### config.mk
export PLATFORM = sky130hd
export DESIGN_NAME = pmt_timer
export DESIGN_NICKNAME = d
export VERILOG_FILES = /design/src/hw/pmt_pkg.sv /design/src/hw/pmt_scaler.sv /design/src/hw/pmt_timer.sv
export SDC_FILE = /design/constraint.sdc
export NUM_CORES = 1
export LEC_CHECK = 0
export CAP_MARGIN = 20
export CORE_AREA = 8 8 85 87
export CTS_BUF_LIST = sky130_fd_sc_hd__clkbuf_4 sky130_fd_sc_hd__clkbuf_8
export CTS_CLUSTER_SIZE = 14
export DETAILED_ROUTE_END_ITERATION = 16
export DIE_AREA = 0 0 93 95
export DONT_BUFFER_PORTS = 1
export GPL_ROUTABILITY_DRIVEN = 0
export SLEW_MARGIN = 10
export SYNTH_ARGS = -nofsm -noshare
export SYNTH_HDL_FRONTEND = slang
export SYNTH_SLANG_ARGS = --single-unit
export TNS_END_PERCENT = 30
### constraint.sdc
create_clock -name clk -period 1.9 [get_ports clk]
set_input_delay 0 -clock clk [delete_from_list [all_inputs] [get_ports clk]]
set_output_delay 0 -clock clk [all_outputs]
set_load 0.1 [all_outputs]
### src/hw/pmt_pkg.sv
// package for the period match timer: offsets, fields, resets, types
package pmt_pkg;
    localparam logic [2:0] ADDR_COUNT = 3'h0;
    localparam logic [2:0] ADDR_PERIOD = 3'h1;
    localparam logic [2:0] ADDR_CONTROL = 3'h2;
    localparam logic [2:0] ADDR_STATUS = 3'h3;
    localparam logic [2:0] ADDR_MASK = 3'h4;
    localparam logic [2:0] ADDR_TSEL = 3'h5;
    localparam int CTL_PRE_LSB = 0;
    localparam int CTL_ON_BIT = 2;
    localparam int CTL_POST_LSB = 3;
    localparam int STAT_MATCH_BIT = 0;
    localparam logic [7:0] COUNT_RESET = 8'h00;
    localparam logic [7:0] PERIOD_RESET = 8'hFF;
    localparam logic [7:0] CONTROL_RESET = 8'h00;
    localparam logic [7:0] CONTROL_MASK = 8'h7F;
    localparam logic [3:0] POST_RESET = 4'h0;
    localparam logic [3:0] PRE_RESET = 4'h0;
    localparam logic [2:0] TSEL_RESET = 3'h0;
    localparam logic [2:0] OWN_TIMER_ID = 3'h3;
    localparam logic [3:0] PRE_TERM_1 = 4'h0;
    localparam logic [3:0] PRE_TERM_4 = 4'h3;
    localparam logic [3:0] PRE_TERM_16 = 4'hF;
    localparam int CPU_DIV = 4;
    localparam logic [1:0] CPU_DIV_TERM = 2'(CPU_DIV - 1);

    typedef struct packed {
        logic [2:0] addr;
        logic [7:0] wdata;
        logic wr;
        logic rd;
    } pmt_bus_type;

    typedef struct packed {
        logic [3:0] post;
        logic on;
        logic [1:0] pre;
    } pmt_ctl_type;
endpackage

### src/hw/pmt_scaler.sv
// prescaler with clearable count and selectable ratio
`timescale 1ns/1ps
`default_nettype none
module pmt_scaler (
    input wire logic clk,
    input wire logic rst,
    input wire logic clear,
    input wire logic tick,
    input wire logic [1:0] sel,
    output logic pulse
);
    logic [3:0] cnt;
    wire logic [3:0] term;
    wire logic at_term;

    assign term = (sel == 2'h0) ? pmt_pkg::PRE_TERM_1 :
                  (sel == 2'h1) ? pmt_pkg::PRE_TERM_4 :
                  pmt_pkg::PRE_TERM_16;
    assign at_term = (cnt >= term);
    assign pulse = tick && at_term && !clear;

    always_ff @(posedge clk) begin
        if (rst || clear) begin
            cnt <= pmt_pkg::PRE_RESET;
        end else if (tick) begin
            cnt <= at_term ? pmt_pkg::PRE_RESET : cnt + 4'h1;
        end
    end
endmodule // pmt_scaler
`default_nettype wire

### src/hw/pmt_timer.sv
// 8-bit period match timer with prescaler, postscaler and interrupt
//
// The address-and-strobe port and the placing of the registers were left to the implementer.
`timescale 1ns/1ps
`default_nettype none
module pmt_timer (
    input wire logic clk,
    input wire logic rst,
    input wire logic [2:0] addr,
    input wire logic [7:0] wdata,
    input wire logic wr,
    input wire logic rd,
    output logic [7:0] rdata,
    output logic irq,
    output logic pwm_base
);
    pmt_pkg::pmt_bus_type bus;
    logic [7:0] count_register;
    logic [7:0] period_register;
    logic [7:0] timer_control_register;
    logic match_flag;
    logic match_interrupt_enable;
    logic [2:0] timer_select;
    logic [1:0] cpu_div;
    logic [3:0] post_cnt;
    logic next_match_flag;
    logic [7:0] next_rdata;

    assign bus = '{addr: addr, wdata: wdata, wr: wr, rd: rd};

    wire pmt_pkg::pmt_ctl_type ctl = pmt_pkg::pmt_ctl_type'(
        timer_control_register[6:0]);
    wire logic wr_count = bus.wr && (bus.addr == pmt_pkg::ADDR_COUNT);
    wire logic wr_period = bus.wr && (bus.addr == pmt_pkg::ADDR_PERIOD);
    wire logic wr_ctl = bus.wr && (bus.addr == pmt_pkg::ADDR_CONTROL);
    wire logic wr_stat = bus.wr && (bus.addr == pmt_pkg::ADDR_STATUS);
    wire logic wr_mask = bus.wr && (bus.addr == pmt_pkg::ADDR_MASK);
    wire logic wr_tsel = bus.wr && (bus.addr == pmt_pkg::ADDR_TSEL);
    // scaler clear on count or control write
    wire logic scaler_clear = wr_count || wr_ctl;
    wire logic insn_tick = (cpu_div == pmt_pkg::CPU_DIV_TERM) && ctl.on;
    wire logic count_step;
    wire logic at_period = (count_register == period_register);
    wire logic match = count_step && at_period;
    wire logic post_done = match && (post_cnt >= ctl.post);
    // only the select code of this timer passes the time base on
    wire logic own_select =
        (timer_select == pmt_pkg::OWN_TIMER_ID);
    // irq follows the new enable in the write cycle itself
    wire logic next_enable = wr_mask ? bus.wdata[pmt_pkg::STAT_MATCH_BIT]
                                     : match_interrupt_enable;

    pmt_scaler u_pre (
        .clk(clk),
        .rst(rst),
        .clear(scaler_clear),
        .tick(insn_tick),
        .sel(ctl.pre),
        .pulse(count_step)
    );

    // instruction clock: free divider; gated by the on bit
    always_ff @(posedge clk) begin
        if (rst) begin
            cpu_div <= 2'h0;
        end else begin
            cpu_div <= cpu_div + 2'h1;
        end
    end

    // count: write wins over increment; control write leaves it alone
    always_ff @(posedge clk) begin
        if (rst) begin
            count_register <= pmt_pkg::COUNT_RESET;
        end else if (wr_count) begin
            count_register <= bus.wdata;
        end else if (count_step) begin
            count_register <= at_period ? pmt_pkg::COUNT_RESET
                                        : count_register + 8'h01;
        end
    end

    always_ff @(posedge clk) begin
        if (rst) begin
            post_cnt <= pmt_pkg::POST_RESET;
        end else if (scaler_clear) begin
            post_cnt <= pmt_pkg::POST_RESET;
        end else if (match) begin
            post_cnt <= post_done ? pmt_pkg::POST_RESET
                                  : post_cnt + 4'h1;
        end
    end

    always_ff @(posedge clk) begin
        if (rst) begin
            period_register <= pmt_pkg::PERIOD_RESET;
            timer_control_register <= pmt_pkg::CONTROL_RESET;
            match_interrupt_enable <= 1'b0;
            timer_select <= pmt_pkg::TSEL_RESET;
        end else begin
            if (wr_period) begin
                period_register <= bus.wdata;
            end
            if (wr_ctl) begin
                timer_control_register <= bus.wdata & pmt_pkg::CONTROL_MASK;
            end
            if (wr_mask) begin
                match_interrupt_enable <= bus.wdata[pmt_pkg::STAT_MATCH_BIT];
            end
            if (wr_tsel) begin
                timer_select <= bus.wdata[2:0];
            end
        end
    end

    // set beats a write-one-to-clear in the same cycle
    always_comb begin
        next_match_flag = match_flag;
        if (wr_stat && bus.wdata[pmt_pkg::STAT_MATCH_BIT]) begin
            next_match_flag = 1'b0;
        end
        if (post_done) begin
            next_match_flag = 1'b1;
        end
    end

    always_comb begin
        next_rdata = 8'h00;
        unique case (bus.addr)
            pmt_pkg::ADDR_COUNT: next_rdata = count_register;
            pmt_pkg::ADDR_PERIOD: next_rdata = period_register;
            pmt_pkg::ADDR_CONTROL: next_rdata = timer_control_register;
            pmt_pkg::ADDR_STATUS: next_rdata = {7'h00, match_flag};
            pmt_pkg::ADDR_MASK: next_rdata = {7'h00, match_interrupt_enable};
            pmt_pkg::ADDR_TSEL: next_rdata = {5'h00, timer_select};
            default: next_rdata = 8'h00;
        endcase
    end

    always_ff @(posedge clk) begin
        if (rst) begin
            match_flag <= 1'b0;
            rdata <= 8'h00;
            irq <= 1'b0;
            pwm_base <= 1'b0;
        end else begin
            match_flag <= next_match_flag;
            rdata <= bus.rd ? next_rdata : 8'h00;
            irq <= next_match_flag && next_enable;
            // unselected pwm units see nothing from this timer
            pwm_base <= match && own_select;
        end
    end

    // a read of the flag: reads of status have no side effect
    property p_count_reset;
        @(posedge clk) rst |=> (count_register == 8'h00);
    endproperty
    a_count_reset: assert property (p_count_reset)
        else $error("count not cleared by reset");

    property p_period_reset;
        @(posedge clk) rst |=> (period_register == 8'hFF);
    endproperty
    a_period_reset: assert property (p_period_reset)
        else $error("period not all ones after reset");

    property p_stopped;
        @(posedge clk) disable iff (rst)
        (!ctl.on && !wr_count) |=> $stable(count_register);
    endproperty
    a_stopped: assert property (p_stopped)
        else $error("count moved while timer off");

    property p_wrap;
        @(posedge clk) disable iff (rst)
        (count_step && at_period && !wr_count) |=> (count_register == 8'h00);
    endproperty
    a_wrap: assert property (p_wrap)
        else $error("count did not wrap at period");

    property p_ctl_keeps_count;
        @(posedge clk) disable iff (rst)
        (wr_ctl && !count_step) |=> $stable(count_register);
    endproperty
    a_ctl_keeps_count: assert property (p_ctl_keeps_count)
        else $error("control write changed count");

    property p_post_clear;
        @(posedge clk) disable iff (rst)
        scaler_clear |=> (post_cnt == 4'h0);
    endproperty
    a_post_clear: assert property (p_post_clear)
        else $error("postscaler not cleared by write");

    property p_flag_set;
        @(posedge clk) disable iff (rst)
        post_done |=> match_flag;
    endproperty
    a_flag_set: assert property (p_flag_set)
        else $error("match flag not set");

    property p_irq;
        @(posedge clk) disable iff (rst)
        (match_flag && match_interrupt_enable) |-> irq;
    endproperty
    a_irq: assert property (p_irq)
        else $error("irq low with enabled flag set");

    // cycles since the last count step; the first step after a clear
    // lands at a free divider phase, so only later steps are timed
    logic [6:0] step_gap;
    logic step_seen;

    always_ff @(posedge clk) begin
        if (rst || scaler_clear) begin
            step_gap <= 7'h00;
            step_seen <= 1'b0;
        end else if (count_step) begin
            step_gap <= 7'h00;
            step_seen <= 1'b1;
        end else if (step_gap != 7'h7F) begin
            step_gap <= step_gap + 7'h01;
        end
    end

    property p_prescale16;
        @(posedge clk) disable iff (rst)
        (count_step && step_seen && ctl.pre[1])
            |-> (step_gap == {1'b0, pmt_pkg::PRE_TERM_16, 2'b11});
    endproperty
    a_prescale16: assert property (p_prescale16)
        else $error("prescale 16 step spacing wrong");

    property p_prescale_low;
        @(posedge clk) disable iff (rst)
        (count_step && step_seen && !ctl.pre[1])
            |-> (step_gap == (ctl.pre[0]
                ? {1'b0, pmt_pkg::PRE_TERM_4, 2'b11}
                : {1'b0, pmt_pkg::PRE_TERM_1, 2'b11}));
    endproperty
    a_prescale_low: assert property (p_prescale_low)
        else $error("prescale 1 or 4 step spacing wrong");

    property p_irq_low;
        @(posedge clk) disable iff (rst)
        !(match_flag && match_interrupt_enable) |-> !irq;
    endproperty
    a_irq_low: assert property (p_irq_low)
        else $error("irq high with no enabled flag");

    property p_flag_hold;
        @(posedge clk) disable iff (rst)
        (match_flag && !(wr_stat && wdata[pmt_pkg::STAT_MATCH_BIT]))
            |=> match_flag;
    endproperty
    a_flag_hold: assert property (p_flag_hold)
        else $error("match flag dropped without a clear");

    property p_flag_clear;
        @(posedge clk) disable iff (rst)
        (wr_stat && wdata[pmt_pkg::STAT_MATCH_BIT] && !post_done)
            |=> !match_flag;
    endproperty
    a_flag_clear: assert property (p_flag_clear)
        else $error("match flag not cleared by write");

    property p_post_clear_ctl;
        @(posedge clk) disable iff (rst)
        wr_ctl |=> (post_cnt == pmt_pkg::POST_RESET);
    endproperty
    a_post_clear_ctl: assert property (p_post_clear_ctl)
        else $error("control write left postscaler running");

    property p_post_reset;
        @(posedge clk) rst |=> (post_cnt == pmt_pkg::POST_RESET);
    endproperty
    a_post_reset: assert property (p_post_reset)
        else $error("postscaler not cleared by reset");

    property p_post_step;
        @(posedge clk) disable iff (rst)
        (match && !post_done) |=> (post_cnt == $past(post_cnt) + 4'h1);
    endproperty
    a_post_step: assert property (p_post_step)
        else $error("postscaler did not count a match");

    property p_count_write;
        @(posedge clk) disable iff (rst)
        wr_count |=> (count_register == $past(wdata));
    endproperty
    a_count_write: assert property (p_count_write)
        else $error("count write not taken");

    property p_period_write;
        @(posedge clk) disable iff (rst)
        wr_period |=> (period_register == $past(wdata));
    endproperty
    a_period_write: assert property (p_period_write)
        else $error("period write not taken");

    property p_read_count;
        @(posedge clk) disable iff (rst)
        (rd && (addr == pmt_pkg::ADDR_COUNT))
            |=> (rdata == $past(count_register));
    endproperty
    a_read_count: assert property (p_read_count)
        else $error("count read returned a wrong value");

    property p_rdata_idle;
        @(posedge clk) disable iff (rst)
        !rd |=> (rdata == 8'h00);
    endproperty
    a_rdata_idle: assert property (p_rdata_idle)
        else $error("read data not zero outside a read");

    property p_step_one;
        @(posedge clk) disable iff (rst)
        (count_step && !at_period && !wr_count)
            |=> (count_register == $past(count_register) + 8'h01);
    endproperty
    a_step_one: assert property (p_step_one)
        else $error("count did not advance by one");

    property p_off_no_step;
        @(posedge clk) disable iff (rst)
        !ctl.on |-> !count_step;
    endproperty
    a_off_no_step: assert property (p_off_no_step)
        else $error("prescaler stepped while timer off");

    property p_pwm_base;
        @(posedge clk) disable iff (rst)
        (match && own_select) |=> pwm_base;
    endproperty
    a_pwm_base: assert property (p_pwm_base)
        else $error("time base pulse missing at a match");

    property p_pwm_gate;
        @(posedge clk) disable iff (rst)
        !own_select |=> !pwm_base;
    endproperty
    a_pwm_gate: assert property (p_pwm_gate)
        else $error("time base reached an unselected unit");
endmodule // pmt_timer
`default_nettype wire

==> flow_summary.ini <==
[cts]
cts_tree = yes
clockBufferDepth = 2
cts_sinks = 48
cts_buffers = 5
cts-root-buf = clkbuf_8
htree_levels = 2
insertion_delay_ns = 0.31
clkTransAtPathRegs_ns = 0.09

[cells_and_area]
diodes = 0
n_fill_cell = 547
drive_gt1_frac = 0.180
finish.utilization = 0.586
nets = 388
areaGrowthSynthToFinish_pct = 32.7

[detailed_routing]
avgRoutedWirePerCell_um = 16.5
routed_via_density = 5.45
dr.first_iter.drc_count = 170
post-route-drc-count = 0
drt.antenna.violating_nets = 0
dr.pass1.iters = 5
dr_total_vias = 2382
routed_wl_um = 7220

[worst_setup_path]
worstSetupStartpointType = register
critPathKind = register to register
required_ns = 2.14
max_stage_delay_ns = 0.40
r2r-start = timer_control_register[0]
critPathCapture = post_cnt[1]
end_kind = register
reg2reg_to = post_cnt[1]
cp_max_fo = 4
crit_chain = or2_4 -> inv_2 -> ha_4 -> o211ai_1 -> o21ai_4 -> buf_6 -> nand4_4 -> or3_1 -> a21oi_2
r2r_slack_ns = -0.06
reg2reg_depth = 9
cp-startpoint = timer_control_register[0]
arrival_ns = 2.21
slowest_stage = or3_1

[die]
fp.dieW_um = 93
die_y_um = 95
io_pins = 25
start_util = 0.441
dieArea_um2 = 8840
coreArea_um2 = 5820
row_count = 28

[grt]
grt_overflow_total = 0
grt_pass1_wl_um = 11800
grt_use_total = 0.169
antenna_found_initial = 0
grt_max_degree = 17
grt_pass1_vias = 2354

[logic_synthesis]
async_flop_share = 0
yosys_warnings = 0
synth_fp_nets = 329
postSynthAreaPerCell_um2 = 8.50
synth_edf_count = 0
syn_area_um2 = 2570
synth_ff_type = dfxtp_1
synth_top_cell_by_area = dfxtp_1
synth_top_cell_area_share = 0.374
synthCells = 302
synth_cell_types = 55
synth.ff_latch_count = 48
netlist_top_cells_area = dfxtp_1 (37%), nand2_1 (7.2%), ha_1 (5.8%)
ys_seq_area_frac = 0.374

[sta]
max_clock_freq_ghz = 0.509
setup_violations = 5
timing.clock.skew_ns = 0.00845
finalMaxSlewViolations = 0
relSlewSlack = 0.643
fin_ws_ns = -0.0650
tightest_slew_ns = 0.536
hold_viol = 0
finalCriticalPeriod_ns = 1.96
period_share = 1.03
rsz0062_at_grt = yes

[placed_design]
port_buffers = 0
place_worst_setup_slack_ns = -0.0825
hpwlAfterDp_um = 4750

[power_and_ir_drop]
power_density_nw_per_um2 = 625
p_sw_uw = 512
clockPowerShare = 0.382
switching_share = 0.240
peakVddDrop_uv = 331
seqPwrFrac = 0.492
p_int_mw = 1.62
leakagePower_nw = 1.34
comb_power_share = 0.126

[hold_path]
hp-class = input port to register

[status]
violations = setup timing
status = finished with violations

[run]
cap_violations = 0
cells in the mapped netlist, drive strengths merged (2+ instances only):
cell type	instances
or2	4
a31oi	5
buf	7
dfxtp	48
xnor2	2
or3	2
nor3	4
nor4	3
nand3	18
xor2	9
and3	5
nor2	27
o21ai	5
o2bb2ai	2
ha	12
nand4	2
o32ai	3
nor2b	3
inv	13
nand2	50
a21oi	30
nand4bb	2
mux2i	12
a22oi	6
nand3b	2
clkbuf	7
nor3b	3
nand2b	2
and2	2
power groups by stage:
stage	Combinational, mW	Sequential [mW]	Clock, mW
6_report	0.267	1.05	0.814
5_1_grt	0.288	1.05	0.861
4_1_cts	0.261	1.05	0.829
3_5_place_dp	0.193	1.07	0
3_3_place_gp	0.191	1.07	0
2_1_floorplan	0.148	1.09	0
timing repair:
action                                  4_1_cts  5_1_grt
endpoints found under the hold margin        48        0
pin swaps                                     6        1
setup buffers                                 3        0
endpoints found under the setup margin       14       16
resized for setup                             9        8
hold buffers                                 39        0
logic make-up (layout without fill, tap and decap cells):
family          after synthesis  count (layout)  share of synthesized area
compound gates               58              58                      0.150
buf+inv                      27              87                     0.0463
flops                        48              48                      0.374
mux                          13              13                     0.0512
xor+xnor                     11              11                     0.0492
simple gates                133             133                      0.271
fa+ha+maj                    12              12                     0.0585
flip-flops by register name (all words and copies together) (netlist names):
register	cells
post_cnt	4
pwm_base	1
rdata	8
irq	1
match_interrupt_enable	1
u_pre.cnt	4
cpu_div	2
count_register	8
timer_select	3
period_register	8
timer_control_register	7
match_flag	1
placed cells by master (no fill, tap or decap), types with 2 or more instances in the layout:
master / count
dfxtp_2: 2
and2_1: 2
nand3_1: 18
o21ai_1: 2
or3_1: 2
ha_1: 11
nor2b_1: 3
xor2_1: 5
buf_4: 25
nor3_1: 4
dfxtp_1: 46
inv_2: 2
nand2_1: 49
xor2_2: 4
nor2_1: 25
mux2i_1: 12
o32ai_1: 3
a22oi_1: 6
dlygate4sd3_1: 39
nand3b_1: 2
a21oi_1: 24
a21oi_4: 2
inv_1: 11
nor3b_1: 2
nand4bb_1: 2
nor4_4: 3
a21oi_2: 4
nand2b_1: 2
and3_1: 5
or2_1: 2
o2bb2ai_1: 2
a31oi_1: 4
xnor2_1: 2
clkbuf_8: 7
worst min-delay path by stage:
stage | start | to | slack (ns) | cells after the start
3_5_place_dp | rst | timer_control_register[4] | 0.08 | 1
2_1_floorplan | rst | match_interrupt_enable | 0.08 | 1
5_1_grt | rst | match_flag | 0.02 | 2
6_report | rst | match_flag | 0.009 | 2
3_3_place_gp | rst | count_register[0] | 0.07 | 1
4_1_cts | rst | match_flag | 0.005 | 2
final cells by class:
| class | instances | area (µm²) | share of cell area |
|---|---|---|---|
| flip-flops and latches | 48 | 963 | 0.283 |
| inverters | 13 | 48.8 | 0.0143 |
| repair buffers | 66 | 609 | 0.179 |
| clock buffers | 7 | 96.3 | 0.0283 |
| well taps | 75 | 93.8 | 0.0276 |
| multi-input cells | 227 | 1560 | 0.459 |
| clock inverters | 1 | 30.0 | 0.00882 |
routing by layer:
metal | GRT usage | routed length (µm) | share of wire
met5 | 0 | 0 | 0
met4 | 0.0577 | 138 | 0.019
met3 | 0.0397 | 442 | 0.061
met2 | 0.281 | 3460 | 0.48
met1 | 0.210 | 3170 | 0.44
critical path, delay by kind of cell, from the launching register on:
family          cells  cell delay (ns)
simple gates        3             0.72
compound gates      3             0.51
flops               1             0.33
buf+inv             2             0.21
fa+ha+maj           1             0.12
through the flow:
step | instance area, µm² | hold slack [ns] | std cells | power, mW | setup TNS, ns
after floorplan | 2570 | 0.0799 | 302 | 1.24 | 0
after global placement | 2780 | 0.0734 | 388 | 1.26 | -0.0124
after detailed placement | 2780 | 0.0750 | 388 | 1.26 | -0.545
after CTS | 3360 | 0.00499 | 437 | 2.14 | -0.193
after global routing | 3410 | 0.0179 | 437 | 2.20 | -1.07
final | 3410 | 0.00938 | 437 | 2.13 | -0.167
No activity file was read; power rests on OpenSTA's default activity.
